==> src/common/ext_irq_params.svh <==
// register offsets, field positions and reset values of the external pin interrupt unit
`ifndef EXT_IRQ_PARAMS_SVH
`define EXT_IRQ_PARAMS_SVH

// word-aligned byte offsets on the register bus
`define EXT_IRQ_OFS_ENABLE   8'h00
`define EXT_IRQ_OFS_PENDING  8'h04
`define EXT_IRQ_OFS_SENSE01  8'h08
`define EXT_IRQ_OFS_SENSE2   8'h0C

// enable and pending fields share positions
`define EXT_IRQ_BIT_ONE      7
`define EXT_IRQ_BIT_ZERO     6
`define EXT_IRQ_BIT_TWO      5

// sense control fields
`define EXT_IRQ_SENSE_ONE_LO  2
`define EXT_IRQ_SENSE_ZERO_LO 0
`define EXT_IRQ_SENSE_TWO_BIT 6

// reset values
`define EXT_IRQ_RST_ENABLE   3'h0
`define EXT_IRQ_RST_PENDING  3'h0
`define EXT_IRQ_RST_SENSE01  4'h0
`define EXT_IRQ_RST_SENSE2   1'h0

`endif

==> src/common/ext_irq_pkg.sv <==
// types of the external pin interrupt unit
package ext_irq_pkg;

    // sense decode for pins zero and one, codes 00..11 in order
    typedef enum logic [1:0] {
        SENSE_LOW,
        SENSE_CHANGE,
        SENSE_FALL,
        SENSE_RISE
    } sense_mode_t;

endpackage

==> src/rtl/external_pin_interrupt_unit.sv <==
// external pin interrupt unit: sense logic, pending flags, vector requests, wishbone registers
//
// Notes on behaviour
// pin zero requests only while its enable bit and global enable are one.
// two sense bits pick rising, falling, either edge or low level for pin zero.
// pin level is sensed even when the pin is driven as an output.
// each pin has its own vector request line.
// pin two requests only while its enable bit and global enable are one.
// pin two is edge sensed only; one bit picks rising or falling.
// an edge or change on pin one sets pending flag one.
// an edge or change on pin zero sets pending flag zero.
// the selected edge on pin two sets pending flag two.
// set flag plus enable plus global enable requests that pin's vector.
// vector entry clears the matching pending flag.
// writing one clears a pending flag; writing zero leaves it.
// pending flags zero and one stay zero in low level mode.
// sleep with pin two disabled cuts its buffer; the level change may set flag two.
// sense pair 00 low, 01 any change, 10 falling, 11 rising.
// pin two sense bit 0 is falling edge, 1 is rising edge.
// pulses longer than one clock are caught; low levels must be held by the source.
// software disables pin two and clears its flag around a sense change.
// pins are synchronised and edges found by comparing successive samples.
// reset clears enables, sense bits and pending flags.
// in low level mode with enable, the request stands while the pin is low.
//
// Chosen here: the Wishbone register port and the register offsets.
`timescale 1ns/1ns
`include "ext_irq_params.svh"

module external_pin_interrupt_unit #(
    parameter int DATA_W = 32,
    parameter int ADDR_W = 8
) (
    // clock and reset
    input  wire logic              clk_i,
    input  wire logic              rst_i,
    // wishbone classic slave
    input  wire logic              cyc_i,
    input  wire logic              stb_i,
    input  wire logic              we_i,
    input  wire logic [ADDR_W-1:0] adr_i,
    input  wire logic [DATA_W/8-1:0] sel_i,
    input  wire logic [DATA_W-1:0] dat_i,
    output logic      [DATA_W-1:0] dat_o,
    output logic                   ack_o,
    // external pins
    input  wire logic              ext_pin_zero_i,
    input  wire logic              ext_pin_one_i,
    input  wire logic              ext_pin_two_i,
    // processor core
    input  wire logic              global_irq_enable_i,
    input  wire logic              sleep_buffer_off_i,
    input  wire logic [2:0]        vector_taken_i,
    output logic      [2:0]        vector_req_o
);

    if (DATA_W != 32 || ADDR_W < 4) begin : g_check
        $error("external_pin_interrupt_unit needs DATA_W 32 and ADDR_W of 4 or more");
    end

    // pin index inside the three-bit vectors
    localparam int P0 = 0;
    localparam int P1 = 1;
    localparam int P2 = 2;

    // registered state
    logic [2:0] enable_reg;
    logic [2:0] pending_reg;
    logic [3:0] sense01_reg;
    logic       sense2_reg;
    logic [2:0] meta_reg;
    logic [2:0] sync_reg;
    logic [1:0] prev01_reg;
    logic       prev2_reg;
    logic       ack_reg;
    logic [DATA_W-1:0] rdata_reg;

    // combinational terms
    ext_irq_pkg::sense_mode_t mode0;
    ext_irq_pkg::sense_mode_t mode1;
    logic       pin2_level;
    logic       active2;
    logic [2:0] event_set;
    logic [2:0] sw_clear;
    logic [2:0] pending_next;
    logic [2:0] level_req;
    logic       bus_req;
    logic       wr_fire;
    logic       lane0;

    // one sense pair against the current and previous sample
    function automatic logic edge_event(input ext_irq_pkg::sense_mode_t m,
                                        input logic cur,
                                        input logic prev);
        unique case (m)
            ext_irq_pkg::SENSE_LOW:    edge_event = 1'b0;
            ext_irq_pkg::SENSE_CHANGE: edge_event = cur ^ prev;
            ext_irq_pkg::SENSE_FALL:   edge_event = prev & ~cur;
            ext_irq_pkg::SENSE_RISE:   edge_event = cur & ~prev;
        endcase
    endfunction

    // map the three pin bits to their byte positions
    function automatic logic [7:0] place_bits(input logic [2:0] v);
        place_bits = 8'h00;
        place_bits[`EXT_IRQ_BIT_ZERO] = v[P0];
        place_bits[`EXT_IRQ_BIT_ONE]  = v[P1];
        place_bits[`EXT_IRQ_BIT_TWO]  = v[P2];
    endfunction

    function automatic logic [2:0] pick_bits(input logic [7:0] b);
        pick_bits = {b[`EXT_IRQ_BIT_TWO], b[`EXT_IRQ_BIT_ONE], b[`EXT_IRQ_BIT_ZERO]};
    endfunction

    // pin synchronisers; the pad level is read whatever the pin direction
    always_ff @(posedge clk_i) begin
        if (rst_i) begin
            meta_reg <= 3'h0;
            sync_reg <= 3'h0;
        end else begin
            meta_reg <= {ext_pin_two_i, ext_pin_one_i, ext_pin_zero_i};
            sync_reg <= meta_reg;
        end
    end

    // previous samples for edge compare
    always_ff @(posedge clk_i) begin
        if (rst_i) begin
            prev01_reg <= 2'h0;
            // folded pin two idles high with the pin low and falling sense, so no false edge after reset
            prev2_reg  <= 1'b1;
        end else begin
            prev01_reg <= sync_reg[P1:P0];
            prev2_reg  <= active2;
        end
    end

    assign mode0 = ext_irq_pkg::sense_mode_t'(sense01_reg[`EXT_IRQ_SENSE_ZERO_LO +: 2]);
    assign mode1 = ext_irq_pkg::sense_mode_t'(sense01_reg[`EXT_IRQ_SENSE_ONE_LO +: 2]);

    // buffer cut in sleep when pin two is disabled reads as low
    assign pin2_level = sync_reg[P2] & ~(sleep_buffer_off_i & ~enable_reg[P2]);
    // pin two folded so that the chosen edge is always a rise; a sense change may fire
    assign active2 = sense2_reg ? pin2_level : ~pin2_level;

    assign event_set[P0] = edge_event(mode0, sync_reg[P0], prev01_reg[P0]);
    assign event_set[P1] = edge_event(mode1, sync_reg[P1], prev01_reg[P1]);
    assign event_set[P2] = active2 & ~prev2_reg;

    // bus decode: one wait state, ack registered
    assign bus_req = cyc_i & stb_i;
    assign wr_fire = bus_req & we_i & ack_reg;
    assign lane0   = sel_i[0];

    assign sw_clear = (wr_fire && lane0 && adr_i[ADDR_W-1:2] == (ADDR_W-2)'(`EXT_IRQ_OFS_PENDING >> 2))
                    ? pick_bits(dat_i[7:0]) : 3'h0;

    // set wins over vector entry and over software clear; low level holds zero
    always_comb begin
        pending_next = (pending_reg & ~sw_clear & ~vector_taken_i) | event_set;
        if (mode0 == ext_irq_pkg::SENSE_LOW) begin
            pending_next[P0] = 1'b0;
        end
        if (mode1 == ext_irq_pkg::SENSE_LOW) begin
            pending_next[P1] = 1'b0;
        end
    end

    always_ff @(posedge clk_i) begin
        if (rst_i) begin
            pending_reg <= `EXT_IRQ_RST_PENDING;
        end else begin
            pending_reg <= pending_next;
        end
    end

    // control registers written at the acknowledged edge
    always_ff @(posedge clk_i) begin
        if (rst_i) begin
            enable_reg  <= `EXT_IRQ_RST_ENABLE;
            sense01_reg <= `EXT_IRQ_RST_SENSE01;
            sense2_reg  <= `EXT_IRQ_RST_SENSE2;
        end else if (wr_fire && lane0) begin
            unique case (adr_i[ADDR_W-1:2])
                (ADDR_W-2)'(`EXT_IRQ_OFS_ENABLE >> 2):  enable_reg  <= pick_bits(dat_i[7:0]);
                (ADDR_W-2)'(`EXT_IRQ_OFS_SENSE01 >> 2): sense01_reg <= dat_i[3:0];
                (ADDR_W-2)'(`EXT_IRQ_OFS_SENSE2 >> 2):  sense2_reg  <= dat_i[`EXT_IRQ_SENSE_TWO_BIT];
                default: ;
            endcase
        end
    end

    // ack and read data; unmapped addresses answer zero
    always_ff @(posedge clk_i) begin
        if (rst_i) begin
            ack_reg   <= 1'b0;
            rdata_reg <= '0;
        end else begin
            ack_reg   <= bus_req & ~ack_reg;
            rdata_reg <= '0;
            if (bus_req && !ack_reg && !we_i) begin
                unique case (adr_i[ADDR_W-1:2])
                    (ADDR_W-2)'(`EXT_IRQ_OFS_ENABLE >> 2):  rdata_reg[7:0] <= place_bits(enable_reg);
                    (ADDR_W-2)'(`EXT_IRQ_OFS_PENDING >> 2): rdata_reg[7:0] <= place_bits(pending_reg);
                    (ADDR_W-2)'(`EXT_IRQ_OFS_SENSE01 >> 2): rdata_reg[3:0] <= sense01_reg;
                    (ADDR_W-2)'(`EXT_IRQ_OFS_SENSE2 >> 2):  rdata_reg[`EXT_IRQ_SENSE_TWO_BIT] <= sense2_reg;
                    default: ;
                endcase
            end
        end
    end

    assign ack_o = ack_reg;
    assign dat_o = rdata_reg;

    // level requests stand while the pin stays low
    assign level_req[P0] = (mode0 == ext_irq_pkg::SENSE_LOW) & ~sync_reg[P0];
    assign level_req[P1] = (mode1 == ext_irq_pkg::SENSE_LOW) & ~sync_reg[P1];
    assign level_req[P2] = 1'b0;

    // per-pin vector requests gated by pin enable and global enable
    assign vector_req_o = (pending_reg | level_req) & enable_reg & {3{global_irq_enable_i}};
endmodule

==> config.mk <==
export PLATFORM = sky130hd
export DESIGN_NAME = external_pin_interrupt_unit
export DESIGN_NICKNAME = d
export VERILOG_FILES = /design/src/common/ext_irq_pkg.sv /design/src/rtl/external_pin_interrupt_unit.sv
export VERILOG_INCLUDE_DIRS = /design/src /design/src/common
export SDC_FILE = /design/constraint.sdc
export NUM_CORES = 1
export LEC_CHECK = 0
export CAP_MARGIN = 5
export CORE_MARGIN = 2
export CORE_UTILIZATION = 25
export DETAILED_ROUTE_END_ITERATION = 8
export DONT_BUFFER_PORTS = 1
export GPL_TIMING_DRIVEN = 1
export SLEW_MARGIN = 20
export SYNTH_ARGS = -nofsm -noshare
export SYNTH_HDL_FRONTEND = slang
export SYNTH_SLANG_ARGS = --single-unit
==> constraint.sdc <==
create_clock -name clk_i -period 5.15 [get_ports clk_i]
set_input_delay 1.03 -clock clk_i [delete_from_list [all_inputs] [get_ports clk_i]]
set_output_delay 1.03 -clock clk_i [all_outputs]
set_load 0.05 [all_outputs]
Yosys cells after proc, flatten, opt, wreduce, memory -nomap -nowiden
Index checks and enable logic that the tools add are counted.

Eq/ne operators: 9. Reductions and logical operators: 16. Bitwise operators: 34. Shift-type cells: 0. Divide/modulo/power cells: 0. Mux-type cells: 7. Magnitude comparators: 0. $mul: 0. Add/sub/neg operators: 0.

Operator list (count): 1-bit AND (13); 3-bit AND (4); 6-bit by 2-bit equality test with 1-bit output, second input constant (2); 1-bit inverter (11); 2-bit equality test, second input constant (4); 1-bit case mux with 4 select lines (2); 6-bit by 1-bit equality test with 1-bit output, second input constant (1); 6-bit logical NOT (1); 3-bit inverter (2); 2-bit AND reduction (3); 2-bit OR reduction (3); 2-bit by 1-bit equality test with 1-bit output, second input constant (2); 1-bit logical AND (4); 2-bit logical NOT (2); 2-bit case mux with 2 select lines (1); 3-bit two-way mux (1); 3-bit by 2-bit bitwise OR with 3-bit output (1); 3-bit bitwise OR (1); 1-bit case mux with 3 select lines (1); 3-bit OR reduction (1); 1-bit logical NOT (2); 1-bit case mux with 2 select lines (1); 1-bit XOR (2); 1-bit two-way mux (1).

Bits in read-only memories: 0. Logic and storage cells: 80. Bits in latches: 0. Memories: 0. RAM bits: 0. Register bits: 53. Input port bits: 57.

Longest topological paths before layout
Depth after elaboration: 10. Mapped depth: 6. Depth with buffers taken out: 5.

Least setup slack after synthesis
Ideal clock, no wire load.

Path type: input port to output port. Start point: in global_irq_enable_i. End point: out vector_req_o[0]. Data arrival time: 1833 ps. Setup slack: 2287 ps. Data required time: 4120 ps. Stages: 2. Cell sequence: nand2_1 -> a21oi_1.

Cells in the longest elaborated chain, start to end: 1.

RTL lines: start: declaration (line external_pin_interrupt_unit.sv:51) `input wire logic global_irq_enable_i,`; 3-bit AND (line external_pin_interrupt_unit.sv:222) `assign vector_req_o = (pending_reg | level_req) & enable_reg & {3{global_irq_enable_i}};`; end: declaration (line external_pin_interrupt_unit.sv:54) `output logic [2:0] vector_req_o`.

Every way passes these cells.

Worst setup path in the final report
Start point: in global_irq_enable_i. End point: out vector_req_o[1].

Same word-level chain as after synthesis.

==> metrics.txt <==
status finished clean; vias in the first global route ~730; Synth Register Bits 28; max cap viols 0; Clock Tree Root clkbuf_8; post-cts hold buffer count 0; setup slack after layout 2.208 ns; Initial Util 0.2632; top cell type's share of synthesized area 0.4118; Post-Syn Area 1361 um^2; layout cells sized above 1 0.06207; router iterations before antenna repair 4; critical path arrival 1.91 ns; core area 5172 um^2; post-route cell area about 1400 um^2; main area contributors after synthesis dfxtp_1 (41%), buf_4 (14%), mux2i_1 (8.1%); Ports 93; Port-buffer cells 0; DPL Wire Length roughly 1900 um; fin nets 207; cell chain of the critical path nand2_1 -> a21oi_1; worst slew pin tran between 1 and 1.5 ns; CP Max Fanout 3; final WL 2454 um; total number of vias 830; crit path time final 2.942 ns; dpl ws 2.185 ns; synth unique cells 33; Avg Cell Area, Syn 9.261 um^2; crit path capture type output pin; Yosys warnings 0; drt via density 3.860; Setup CP Type primary input to output pin; area leader, netlist dfxtp_1; ys flop type dfxtp_1; Final setup viols 0; IR drop worst, VDD roughly 0.15 mV; Fill cells 565; Buf/Inv on CP 0; post-cts resize count 0; RSZ-0062 raised after global routing false; clock buffer depth 2; htree depth 1; Syn Inst Count about 150; period utilisation layout 0.5713; Residual DRC 0; Fin Clk Skew between 0.002 and 0.0025 ns; Hold WC Path Type register to register; largest net degree at the start of global routing 24; Power Total a little over 0.4 mW; Total GRT Usage 0.07931; routability congestion estimate 0.7625; biggest cell delay along the critical path around 0.83 ns; Inst Count DP 211; DIE HEIGHT a little under 80 um; final count of hold timing violations 0; clock latency on the worst-skew pair 0.27 ns; # rows 26; Req. time, crit path 4.12 ns; Largest register FFs 7; Die Wd approximately 80 um; fin cells about 220; critical path startpoint category primary input; number of routed nets with antenna violations 0; final core utilization 0.2666; Hold Slack around 0.44 ns; total negative slack 0 ns; Pwr per Cell Area 293.6 nW/um^2; GR Overflow Total 0; fin. max-slew vios 0; CP top delay family compound AO/OA/AOI/OAI gates; die area 6051 um^2; CTS sink count 28; Async S/R FF share, synth 0; first-pass GRT wire length 3732 um; CTS Buf Count 3; worst rel slew slack 0.2659; sequential area share after synthesis 0.4118; slowest cell on the critical path a21oi_1; DRT iter0 DRCs 23; Post-DP Area 1324 um^2; diode count 0; Routed WL per cell about 11 um; cell leakage power about 0.55 nW; post-CTS setup repair buffer count 0; CTS tree done; area grow syn2layout 1.287%; clock-pin slew on the worst setup and hold paths 0.09 ns; fmax 339.9 MHz; number of synthesized flops with an enable pin 0; antenna violations before repair 0
==> cell usage in the layout, fill, tap and decap left out, drive strengths merged <==
| cell | Yosys | final |
|---|---|---|
| or3 | 1 | 1 |
| xnor2 | 1 | 1 |
| a211o | 2 | 2 |
| nand2b | 2 | 2 |
| o32ai | 1 | 1 |
| mux2 | 2 | 2 |
| dfxtp | 28 | 28 |
| nand2 | 6 | 6 |
| nor2b | 6 | 6 |
| or4 | 2 | 2 |
| ha | 4 | 4 |
| nand3 | 2 | 2 |
| mux2i | 11 | 11 |
| or4b | 1 | 1 |
| inv | 8 | 8 |
| nor3 | 3 | 3 |
| a21oi | 4 | 4 |
| clkbuf | 3 | 4 |
| and3 | 1 | 1 |
| a31oi | 1 | 1 |
| conb | 1 | 25 |
| nor2 | 16 | 16 |
| nor3b | 2 | 2 |
| and2 | 4 | 4 |
| a211oi | 2 | 2 |
| nor4 | 4 | 4 |
| o21ai | 1 | 1 |
| or3b | 1 | 1 |
==> power by group <==
part           internal, mW  switching, mW
logic               0.00488         0.0444
clock network        0.0684         0.0654
registers             0.219        0.00231
==> cells by family after synthesis <==
kind of cell | count (synthesis) | synth area share
adder cells (fa/ha/maj) | 4 | 0.03677
other | 1 | 0.002755
buffers and inverters | 38 | 0.1801
XOR/XNOR | 1 | 0.006435
multiplexers | 13 | 0.09743
AO/OA/AOI/OAI | 11 | 0.05331
AND/OR/NAND/NOR | 51 | 0.2114
flip-flops | 28 | 0.4118
==> layer usage <==
layer,share of wire,up-vias,GRT usage
li1,-,435,-
met3,0.11,2,0.04651
met2,0.46,26,0.1224
met4,0.0069,0,0.01607
met5,0,-,0
met1,0.43,367,0.09517
==> synth_stat cells, types with 2 or more instances <==
cell type,count
a211o_1,2
ha_1,4
nand2b_1,2
nor3b_1,2
nor2_1,16
dfxtp_1,28
a211oi_1,2
nor4_1,3
nand3_1,2
mux2_2,2
nor2b_1,6
inv_1,8
and2_1,4
nor3_1,3
buf_4,25
mux2i_1,11
nand2_1,6
a21oi_1,4
clkbuf_1,3
==> area by class of cell <==
cell class | instances | area [um^2] | area share
multi-input combinational | 105 | 645.6 | 0.4682
sequential | 28 | 560.5 | 0.4065
inverter | 8 | 30.03 | 0.02178
clock buffer | 4 | 55.05 | 0.03993
tap | 70 | 87.58 | 0.06352
==> final timing paths <==
check | start | endpoint | slack, ns | depth (start not counted)
setup / recovery | global_irq_enable_i | vector_req_o[1] | 2.21 | 2
hold / removal | prev2_reg | pending_reg[2] | 0.44 | 1
setup reg to reg | ack_o | enable_reg[1] | 3.13 | 4
hold reg to reg | prev2_reg | pending_reg[2] | 0.44 | 1
Note: power is estimated with default switching activity, not from simulation.
